[config.mk]
export PLATFORM = sky130hd
export DESIGN_NAME = pm_reg_bank
export DESIGN_NICKNAME = d
export VERILOG_FILES = /design/src/pkg/pm_regs_pkg.sv /design/src/hw/pm_reg_bank.sv /design/src/hw/pm_sync2.sv
export SDC_FILE = /design/constraint.sdc
export NUM_CORES = 1
export LEC_CHECK = 0
export BUFFER_PORTS_ARGS = -buffer_cell sky130_fd_sc_hd__buf_2
export CORE_ASPECT_RATIO = 0.75
export CORE_MARGIN = 1.5
export CORE_UTILIZATION = 25
export CTS_CLUSTER_DIAMETER = 80
export CTS_CLUSTER_SIZE = 40
export DETAILED_ROUTE_END_ITERATION = 7
export MAX_ROUTING_LAYER = met4
export PLACE_DENSITY = 0.54
export SLEW_MARGIN = 15
export SYNTH_ARGS = -nofsm -noshare
export SYNTH_HDL_FRONTEND = slang
export SYNTH_SLANG_ARGS = --single-unit
[constraint.sdc]
create_clock -name mclk_i -period 2.9 [get_ports mclk_i]
set_clock_uncertainty 0.1 [all_clocks]
set_input_delay 0.58 -clock mclk_i [delete_from_list [all_inputs] [get_ports mclk_i]]
set_output_delay 0.58 -clock mclk_i [all_outputs]
set_load 0.01 [all_outputs]
[src/pkg/pm_regs_pkg.sv]
/*
 * Constants and carrier types for the power-management register bank.
 * Assumes a simple one-cycle register port and a single 125 MHz clock domain.
 */
package pm_regs_pkg;

    // ==========================================
    // register offsets (byte addresses)
    localparam logic [7:0] CTRL_OFS = 8'h00;
    localparam logic [7:0] STS_OFS = 8'h04;
    localparam logic [7:0] EN_OFS = 8'h08;
    localparam logic [7:0] LIVE_OFS = 8'h0c;
    localparam logic [7:0] QUERY_OFS = 8'h10;
    localparam logic [7:0] IRQ_STS_OFS = 8'h14;
    localparam logic [7:0] IRQ_MASK_OFS = 8'h18;
    localparam logic [7:0] EVT_OFS = 8'h1c;

    // ==========================================
    // control register fields
    localparam int SLEEP_TRIGGER_BIT = 13;
    localparam int SLEEP_TYPE_LSB = 10;
    localparam int SLEEP_TYPE_W = 3;
    localparam int IRQ_ROUTE_LSB = 0;
    localparam int IRQ_ROUTE_W = 4;
    localparam int IRQ_LINES = 16;

    // ==========================================
    // sticky event sources in the status register
    localparam int N_STICKY = 8;
    localparam int DOCK_DETECT_BIT = 0;
    localparam int UNDOCK_REQ_BIT = 1;

    // interrupt status bits
    localparam int IRQ_STS_W = 3;
    localparam int IRQ_EVT_BIT = 0;
    localparam int IRQ_SLEEP_BIT = 1;
    localparam int IRQ_QUERY_BIT = 2;

    // event register: write-only query command bit
    localparam int QUERY_CMD_BIT = 0;

    // ==========================================
    // reset values
    localparam logic [31:0] CTRL_RST = 32'h0000_0000;
    localparam logic [N_STICKY-1:0] EN_RST = 8'h00;
    localparam logic [IRQ_STS_W-1:0] IRQ_MASK_RST = 3'h0;
    localparam logic [7:0] QUERY_RST = 8'h00;

    typedef struct packed {
        logic [7:0] addr;
        logic [31:0] wdata;
        logic wr;
        logic rd;
    } reg_req_t;

    typedef struct packed {
        logic [SLEEP_TYPE_W-1:0] sleep_type;
        logic go;
    } sleep_cmd_t;

endpackage

[src/hw/pm_reg_bank.sv]
/*
 * Power-management register bank: control with sleep trigger, sticky event
 * status with enables, live status, embedded-controller query value and an
 * interrupt that can be routed to any of the shared lines.
 * Assumes a one-cycle register port master on mclk_i and asynchronous
 * event pins that are synchronised here.
 */
// Function
// - Each register sits at a fixed address so software reaches it directly.
// - A write-only bit acts once each time a one is written to it; a zero does nothing.
// - Enable and control bits read back what software last wrote.
// - Plain status bits read the live value of their signal with no latching.
// - A sticky bit is set by the high level of its source, not an edge.
// - A sticky bit stays set until software writes a one to it.
// - The sleep trigger lives at bit 13 of the power management control register.
// - Enabled events raise the system control interrupt, routable to any shared line.
// - On a query command the controller returns a query value naming the event.
// - Docking logic raises an event on dock detect and on an undock request.
// - Software writes the sleep type in the same write as the trigger; hardware enters that state.
`timescale 1ns/1ps
`default_nettype none

module pm_reg_bank #(
    parameter int N_LIVE = 8
) (
    input wire logic mclk_i,
    input wire logic rst_b_i,
    input wire logic [7:0] addr_i,
    input wire logic [31:0] wdata_i,
    input wire logic wr_i,
    input wire logic rd_i,
    output logic [31:0] rdata_o,
    input wire logic [pm_regs_pkg::N_STICKY-1:0] evt_src_i,
    input wire logic dock_detect_i,
    input wire logic undock_req_i,
    input wire logic [N_LIVE-1:0] live_i,
    output logic [pm_regs_pkg::IRQ_LINES-1:0] system_control_interrupt_o,
    output logic irq_o,
    output logic sleep_go_o,
    output logic [pm_regs_pkg::SLEEP_TYPE_W-1:0] sleep_type_o,
    output logic query_valid_o
);

    // ==========================================
    // request carrier and pin synchronisation
    pm_regs_pkg::reg_req_t req;
    assign req = '{addr: addr_i, wdata: wdata_i, wr: wr_i, rd: rd_i};

    localparam int NS = pm_regs_pkg::N_STICKY;
    localparam int NRAW = NS + N_LIVE;

    logic [NRAW-1:0] raw_sync;
    logic [NS-1:0] src_sync;
    logic [N_LIVE-1:0] live_sync;
    logic [NS-1:0] src_all;

    pm_sync2 #(
        .W(NRAW)
    ) u_sync (
        .mclk_i(mclk_i),
        .rst_b_i(rst_b_i),
        .d_i({live_i, evt_src_i}),
        .q_o(raw_sync)
    );

    assign src_sync = raw_sync[NS-1:0];
    assign live_sync = raw_sync[NRAW-1:NS];

    logic [1:0] dock_sync;

    pm_sync2 #(
        .W(2)
    ) u_dock_sync (
        .mclk_i(mclk_i),
        .rst_b_i(rst_b_i),
        .d_i({undock_req_i, dock_detect_i}),
        .q_o(dock_sync)
    );

    always_comb begin
        src_all = src_sync;
        src_all[pm_regs_pkg::DOCK_DETECT_BIT] = src_sync[pm_regs_pkg::DOCK_DETECT_BIT] | dock_sync[0];
        src_all[pm_regs_pkg::UNDOCK_REQ_BIT] = src_sync[pm_regs_pkg::UNDOCK_REQ_BIT] | dock_sync[1];
    end

    // ==========================================
    // address decode
    // fixed address decode
    wire sel_ctrl = req.addr == pm_regs_pkg::CTRL_OFS;
    wire sel_sts = req.addr == pm_regs_pkg::STS_OFS;
    wire sel_en = req.addr == pm_regs_pkg::EN_OFS;
    wire sel_live = req.addr == pm_regs_pkg::LIVE_OFS;
    wire sel_query = req.addr == pm_regs_pkg::QUERY_OFS;
    wire sel_irq_sts = req.addr == pm_regs_pkg::IRQ_STS_OFS;
    wire sel_irq_mask = req.addr == pm_regs_pkg::IRQ_MASK_OFS;
    wire sel_evt = req.addr == pm_regs_pkg::EVT_OFS;

    wire wr_ctrl = req.wr & sel_ctrl;
    wire wr_sts = req.wr & sel_sts;
    wire wr_en = req.wr & sel_en;
    wire wr_irq_mask = req.wr & sel_irq_mask;
    wire wr_evt = req.wr & sel_evt;
    wire rd_irq_sts = req.rd & sel_irq_sts;

    // ==========================================
    // control register
    logic [31:0] ctrl_r;
    logic [31:0] ctrl_nxt;
    logic [NS-1:0] en_r;
    logic [pm_regs_pkg::IRQ_STS_W-1:0] irq_mask_r;

    // stored bits read back as written
    // trigger position never stored, so it acts per write
    always_comb begin
        ctrl_nxt = ctrl_r;
        if (wr_ctrl) begin
            ctrl_nxt = req.wdata;
            ctrl_nxt[pm_regs_pkg::SLEEP_TRIGGER_BIT] = 1'b0;
        end
    end

    wire sleep_wr = wr_ctrl & req.wdata[pm_regs_pkg::SLEEP_TRIGGER_BIT];
    wire [pm_regs_pkg::SLEEP_TYPE_W-1:0] type_wr =
        req.wdata[pm_regs_pkg::SLEEP_TYPE_LSB +: pm_regs_pkg::SLEEP_TYPE_W];

    pm_regs_pkg::sleep_cmd_t sleep_cmd;
    assign sleep_cmd = '{sleep_type: type_wr, go: sleep_wr};

    wire [pm_regs_pkg::IRQ_ROUTE_W-1:0] route =
        ctrl_r[pm_regs_pkg::IRQ_ROUTE_LSB +: pm_regs_pkg::IRQ_ROUTE_W];

    always_ff @(posedge mclk_i or negedge rst_b_i) begin
        if (!rst_b_i) begin
            ctrl_r <= pm_regs_pkg::CTRL_RST;
            en_r <= pm_regs_pkg::EN_RST;
            irq_mask_r <= pm_regs_pkg::IRQ_MASK_RST;
        end else begin
            ctrl_r <= ctrl_nxt;
            if (wr_en) begin
                en_r <= req.wdata[NS-1:0];
            end
            if (wr_irq_mask) begin
                irq_mask_r <= req.wdata[pm_regs_pkg::IRQ_STS_W-1:0];
            end
        end
    end

    // ==========================================
    // sticky event status, one cell per bit
    logic [NS-1:0] sticky_r;
    wire [NS-1:0] sticky_nxt;

    generate
        for (genvar i = 0; i < NS; i++) begin : g_sticky
            wire clr = wr_sts & req.wdata[i];
            assign sticky_nxt[i] = src_all[i] | (sticky_r[i] & ~clr);
        end
    endgenerate

    // one process owns the whole vector, cells only build the next value
    always_ff @(posedge mclk_i or negedge rst_b_i) begin
        if (!rst_b_i) begin
            sticky_r <= '0;
        end else begin
            sticky_r <= sticky_nxt;
        end
    end

    wire any_evt = |(sticky_r & en_r);

    // ==========================================
    // embedded-controller query value
    logic [7:0] query_r;
    logic [7:0] query_nxt;
    logic query_valid_r;
    logic query_done_r;

    // lowest pending enabled event wins; code is index plus one, zero means none
    always_comb begin
        query_nxt = 8'h00;
        for (int k = NS - 1; k >= 0; k--) begin
            if (sticky_r[k] & en_r[k]) begin
                query_nxt = 8'(k + 1);
            end
        end
    end

    wire query_cmd = wr_evt & req.wdata[pm_regs_pkg::QUERY_CMD_BIT];

    always_ff @(posedge mclk_i or negedge rst_b_i) begin
        if (!rst_b_i) begin
            query_r <= pm_regs_pkg::QUERY_RST;
            query_valid_r <= 1'b0;
            query_done_r <= 1'b0;
        end else begin
            query_done_r <= query_cmd;
            if (query_cmd) begin
                query_r <= query_nxt;
                query_valid_r <= 1'b1;
            end else if (req.rd & sel_query) begin
                query_valid_r <= 1'b0;
            end
        end
    end

    // ==========================================
    // interrupt status, cleared by reading it
    logic [pm_regs_pkg::IRQ_STS_W-1:0] irq_sts_r;
    logic [pm_regs_pkg::IRQ_STS_W-1:0] irq_set;

    always_comb begin
        irq_set = '0;
        irq_set[pm_regs_pkg::IRQ_EVT_BIT] = any_evt;
        irq_set[pm_regs_pkg::IRQ_SLEEP_BIT] = sleep_wr;
        irq_set[pm_regs_pkg::IRQ_QUERY_BIT] = query_done_r;
    end

    // new events win over the read clear
    always_ff @(posedge mclk_i or negedge rst_b_i) begin
        if (!rst_b_i) begin
            irq_sts_r <= '0;
        end else begin
            irq_sts_r <= irq_set | (rd_irq_sts ? '0 : irq_sts_r);
        end
    end

    // ==========================================
    // outputs
    logic [pm_regs_pkg::IRQ_LINES-1:0] sci_nxt;

    // one interrupt, routed to the chosen line
    always_comb begin
        sci_nxt = '0;
        sci_nxt[route] = any_evt;
    end

    always_ff @(posedge mclk_i or negedge rst_b_i) begin
        if (!rst_b_i) begin
            system_control_interrupt_o <= '0;
            irq_o <= 1'b0;
            sleep_go_o <= 1'b0;
            sleep_type_o <= '0;
        end else begin
            system_control_interrupt_o <= sci_nxt;
            irq_o <= |(irq_sts_r & irq_mask_r);
            // sleep type sampled with the trigger
            sleep_go_o <= sleep_cmd.go;
            if (sleep_cmd.go) begin
                sleep_type_o <= sleep_cmd.sleep_type;
            end
        end
    end

    assign query_valid_o = query_valid_r;

    // ==========================================
    // read data, one cycle after the strobe
    logic [31:0] rd_mux;

    // live bits read raw synced level
    always_comb begin
        rd_mux = 32'h0000_0000;
        if (sel_ctrl) begin
            rd_mux = ctrl_r;
        end else if (sel_sts) begin
            rd_mux[NS-1:0] = sticky_r;
        end else if (sel_en) begin
            rd_mux[NS-1:0] = en_r;
        end else if (sel_live) begin
            rd_mux[N_LIVE-1:0] = live_sync;
        end else if (sel_query) begin
            rd_mux[7:0] = query_r;
        end else if (sel_irq_sts) begin
            rd_mux[pm_regs_pkg::IRQ_STS_W-1:0] = irq_sts_r;
        end else if (sel_irq_mask) begin
            rd_mux[pm_regs_pkg::IRQ_STS_W-1:0] = irq_mask_r;
        end
    end

    always_ff @(posedge mclk_i or negedge rst_b_i) begin
        if (!rst_b_i) begin
            rdata_o <= 32'h0000_0000;
        end else begin
            rdata_o <= req.rd ? rd_mux : 32'h0000_0000;
        end
    end

endmodule

`default_nettype wire

[src/hw/pm_sync2.sv]
/*
 * Two-flop synchroniser, one per bit.
 * Assumes inputs come from pins or another domain.
 */
`timescale 1ns/1ps
`default_nettype none

module pm_sync2 #(
    parameter int W = 1
) (
    input wire logic mclk_i,
    input wire logic rst_b_i,
    input wire logic [W-1:0] d_i,
    output logic [W-1:0] q_o
);

    // ==========================================
    // first stage feeds only the second
    logic [W-1:0] meta_r;

    always_ff @(posedge mclk_i or negedge rst_b_i) begin
        if (!rst_b_i) begin
            meta_r <= '0;
            q_o <= '0;
        end else begin
            meta_r <= d_i;
            q_o <= meta_r;
        end
    end

endmodule

`default_nettype wire

Word level (Yosys, flattened, before mapping)
Cells that the tools add are included.

Input port bits: 62. Logic and storage cells: 109. Memories: 0. Bits in registers: 152. Bits in read-only memories: 0. Bits in latches: 0. Output and inout port bits: 54. Bits in writable memories: 0.

Reduce and logical (&&, ||, !) cells: 5. Multiply operators: 0. Shift-type cells: 0. Equality and inequality tests: 7. Divide/modulo/power cells: 0. Mux-type cells: 23. $add $sub $neg: 0. Order comparisons: 2. Bitwise logic cells: 55.

Operators with widths (count): 2-to-1 mux 8 bit (11); bitwise AND 1 bit (33); == test 8 x 5 -> 1 bit (second input constant) (4); 2-to-1 mux 32 bit (1); 2-to-1 mux 24 bit (1); bitwise AND 16 bit (1); == test 8 x 4 -> 1 bit (second input constant) (2); 2-to-1 mux 3 bit (4); bitwise OR 1 bit (10); bitwise AND 8 bit (1); == test 8 x 3 -> 1 bit (second input constant) (1); logical NOT 8 bit (1); inverter 1 bit (8); OR reduction 8 bit (1); < comparator 4 x 5 -> 1 bit (second input constant) (1); 2-to-1 mux 5 bit (1); demux 1 bit (select 4 bit) (1); greater-or-equal comparator 4 x 1 -> 1 bit (second input constant) (1); 2-to-1 mux 4 bit (1); bitwise AND 3 bit (1); 2-to-1 mux 1 bit (3); bitwise OR 3 bit (1); OR reduction 3 bit (1); nonzero test 2 bit (1); logical AND 1 bit (1).

Logic depth before layout (Yosys ltp)
Depth after elaboration: 9. Mapped depth: 6. Gate-level depth less buffers: 4.

Cells and area by module
From an unflattened synthesis, not the netlist that was laid out.

Cell total of the unflattened synthesis: 388. Area, all modules: 5413.9 sq um.

Modules (own cells, without submodules): pm_reg_bank (cells each 352, instances 1, sequential area each 2777.7 sq um, area each 4513.1 sq um); pm_sync2 at u_sync (cells each 32, instances 1, sequential area each 800.8 sq um, area each 800.8 sq um); pm_sync2 at u_dock_sync (cells each 4, instances 1, sequential area each 100.1 sq um, area each 100.1 sq um).

Worst setup path after synthesis
Ideal clock, no wire load.

Kind: input-to-reg. Start: input port addr_i[3]. End: register ctrl_r[11]. Buffers on the path: 3. Required time: 2.675 ns. Arrival: 2.195 ns. Setup slack: 0.480 ns. Setup time: 0.125 ns. Stages on the path: 6. Cells stage by stage: buf_2 -> or4_1 -> buf_2 -> nor3_4 -> buf_6 -> mux2_2.

Longest elaborated chain between the ends: 2.

RTL lines: from (decl) (line pm_reg_bank.sv:28) `input wire logic [7:0] addr_i,`; logical NOT 8 bit (line pm_reg_bank.sv:89) `wire sel_ctrl = req.addr == pm_regs_pkg::CTRL_OFS;`; bitwise AND 1 bit (line pm_reg_bank.sv:98) `wire wr_ctrl = req.wr & sel_ctrl;`; to (signal assigned) (line pm_reg_bank.sv:134) `ctrl_r <= pm_regs_pkg::CTRL_RST;`; to (signal assigned) (line pm_reg_bank.sv:138) `ctrl_r <= ctrl_nxt;`; to (decl) (line pm_reg_bank.sv:107) `logic [31:0] ctrl_r;`.

Every way passes these cells. A chain may end at the register's enable or synchronous reset.

Worst setup path after layout
Start: input port addr_i[4]. End: register sticky_r[0].

Longest elaborated chain between the ends: 6.

RTL lines: == test 8 x 3 -> 1 bit (line pm_reg_bank.sv:90) `wire sel_sts = req.addr == pm_regs_pkg::STS_OFS;`; bitwise AND 1 bit (line pm_reg_bank.sv:99) `wire wr_sts = req.wr & sel_sts;`; bitwise AND 1 bit (line pm_reg_bank.sv:155) `wire clr = wr_sts & req.wdata[i];`; inverter 1 bit (line pm_reg_bank.sv:156) `assign sticky_nxt[i] = src_all[i] | (sticky_r[i] & ~clr);`; bitwise AND 1 bit (line pm_reg_bank.sv:156); bitwise OR 1 bit (line pm_reg_bank.sv:156); net sticky_nxt[0] (line pm_reg_bank.sv:151) `wire [NS-1:0] sticky_nxt;`; to (signal assigned) (line pm_reg_bank.sv:165) `sticky_r <= sticky_nxt;`; to (decl) (line pm_reg_bank.sv:150) `logic [NS-1:0] sticky_r;`.

The timed path passes the listed nets, and every way through them passes these cells.

==> summary.md <==
| Metric | Value |
|---|---|
| Min Clock Period, post-route | `2.14 ns` |
| Via total after detailed routing | `3444` |
| Total GRT Usage | `0.122` |
| Final antenna-violating net count | `0` |
| Max-cap violations | `0` |
| Unrepaired setup endpoints after global routing | `no` |
| Critical path type | `primary input to register` |
| Largest net degree at the start of global routing | `65` |
| CTS Buffer Depth | `2` |
| H-tree Lvls | `4` |
| Largest area contributor in the netlist | `dfrtp_1` |
| Sequential share of the synthesized area | `0.682` |
| CP Max Fanout | `8` |
| 1st-pass router iterations | `4` |
| # fillers | `2117` |
| CP required | `3.10 ns` |
| Placed insts | `773` |
| DRC errors left | `0` |
| Setup violators final | `0` |
| Worst Hold Class | `primary input to async pin` |
| CP Capture Type | `register` |
| Root buffer cell | `clkbuf_16` |
| Leakage power | `3.48 nW` |
| Unique masters post-synth | `41` |
| Area taken by multi-input logic gates | `1580 µm²` |
| Gr ovfl total | `0` |
| Sequential cell area | `3680 µm²` |
| Slew margin rel. | `0.626` |
| Run status | `finished, final reports clean` |
| Post-Syn Instances | `383` |
| TritonCTS Buffers | `17` |
| Core area | `21100 µm²` |
| Top cell type's share of synthesized area | `0.682` |
| Clk_lat worst skew | `0.41 ns` |
| Ports | `116` |
| Area delta synth->final | `28.1%` |
| Post-synth design cell area | `5390 µm²` |
| Number of global-route vias before repair | `3730` |
| Syn_nets | `445` |
| Fin util | `0.327` |
| Period utilization | `0.737` |
| Initial Util | `0.255` |
| Primary FF master, synth | `dfrtp_1` |
| DP Area | `6310 µm²` |
| Die Wd | `173 µm` |
| GP Congestion | `0.826` |
| Clk slew on worst S/H paths | `0.06 ns` |
| Resized Gates After CTS | `0` |
| Die Height | `130 µm` |
| FF+latch count, synth | `147` |
| Drt via density | `4.27` |
| Crit start category | `primary input` |
| Worst Path Arrival | `2.34 ns` |
| DRT iter0 DRCs | `191` |
| Drt wl/cell | `15.6 µm` |
| Layout cells sized above 1 | `0.410` |
| Initial antenna violation count | `1` |
| Power per standard cell area | `664 nW/µm²` |
| Warnings from Yosys | `0` |
| First-pass GRT wire length | `20200 µm` |
| Row cnt | `46` |
| TritonCTS clock tree | `done` |
| CTS Hold Bufs | `0` |
| Power after layout | `4.58 mW` |
| Highest Clock Rate | `468 MHz` |
| Num Clock Sinks | `147` |
| Peak supply drop | `0.300 mV` |
| Asr flop ratio synth | `1.00` |
| Final nets | `566` |
| Full die area | `22500 µm²` |
| Synth Area per Inst | `14.1 µm²` |
| Post-route cell area | `6900 µm²` |
| EDFF count, synth | `0` |
| Setup Total Neg Slack | `0 ns` |
| Finished Layout Cells | `806` |
| Max-slew violations | `0` |
| Total wire length | `12600 µm` |
| Port bufs | `114` |
| Final hold viol count | `0` |
| Postcts setup bufs | `0` |
| Synth top area cells | `dfrtp_1 (68%), mux2_2 (11%), and3_1 (2.8%), nand2_1 (1.7%), a22o_1 (1.5%)` |
| DP HPWL | `8960 µm` |
| Worst-Margin Slew | `0.556 ns` |
## stage by stage
step / setup slack (ns) / hold WS [ns]
final: 0.762 / 0.0315
after global routing: 0.657 / 0.0633
after CTS: 0.760 / 0.0459
after detailed placement: 0.307 / 0.235
after global placement: 0.341 / 0.236
after floorplan: 0.480 / 0.184
## area by class of cell
class,instances,share of cell area
Antenna cell,1,0.000363
Clock buffer,20,0.0647
Clock inverter,12,0.0207
Inverter,5,0.00272
Multi-Input combinational cell,210,0.229
Sequential cell,147,0.533
Tap cell,288,0.0522
Timing Repair Buffer,123,0.0970
## critical path: stages
cell	delay, ns
buf_2	0.11
or4_1	0.69
nor4_4	0.55
nand2_1	0.11
a211o_1	0.30
## final timing paths
| kind | slack (ns) | start | end | cells past startpoint |
|---|---|---|---|---|
| max | 0.76 | addr_i[4] | sticky_r[0] | 5 |
| min | 0.03 | rst_b_i | u_sync.meta_r[13] | 1 |
| max reg2reg | 0.91 | sticky_r[0] | irq_sts_r[0] | 5 |
| min reg2reg | 0.25 | u_sync.meta_r[7] | u_sync.q_o[7] | 0 |
| max in group asynchronous | 1.90 | rst_b_i | u_sync.meta_r[6] | 2 |
| min in group mclk_i | 0.16 | evt_src_i[2] | u_sync.meta_r[2] | 1 |
## registers in the layout (all words and copies together) (netlist names), 2 cells and up
name	count
rdata_o	31
u_sync.meta_r	16
system_control_interrupt_o	16
u_dock_sync.q_o	2
en_r	8
irq_sts_r	3
ctrl_r	31
u_sync.q_o	16
u_dock_sync.meta_r	2
irq_mask_r	3
sticky_r	8
query_r	4
sleep_type_o	3
## routing by layer
layer  track usage  vias up  share of wire
met1         0.156     1705           0.48
li1              -     1612              -
met3        0.0315       18          0.050
met4        0.0624        0          0.017
met2         0.180      109           0.45
met5             -        -              0
## Yosys cell counts, drive strengths merged, types with 2 or more instances
master  count
and3       24
nor2        7
dfrtp     147
o21ai       4
inv         5
o22ai       3
a22oi       2
clkbuf     10
mux2       52
a32oi       2
a222oi      2
a221oi      3
nand2      25
or4         3
a21oi       5
nor3       11
nor2b       5
a21o        8
nand2b     10
a22o        9
or2         2
a211o       2
buf        11
o211ai      5
nor4        9
mux2i       4
nand3       8
## logic make-up after synthesis
family                 Yosys count  synth area share
AND/OR/NAND/NOR                105             0.110
buffers and inverters           26            0.0237
other                            1          0.000696
multiplexers                    56             0.116
AO/OA/AOI/OAI                   48            0.0671
flip-flops                     147             0.682
## where the power goes
part,leakage [nW],total (mW),internal [mW],switching [mW]
Clock,0.287,2.18,1.31,0.869
Sequential,1.91,2.15,2.12,0.0347
Combinational,1.29,0.255,0.104,0.151
Total,3.48,4.58,3.53,1.06
## cells in the final DEF, fill, tap and decap left out, types with 6 or more instances in the layout
cell type and count:
a21o_1 8, a22o_1 9, and3_1 24, buf_2 113
buf_4 7, clkbuf_16 17, dfrtp_1 147, inv_6 6
mux2_2 51, nand2_1 24, nand2b_1 10, nand3_1 7
nor2_1 6, nor3_1 10, nor4_1 8
No activity file was read; power rests on OpenSTA's default activity.
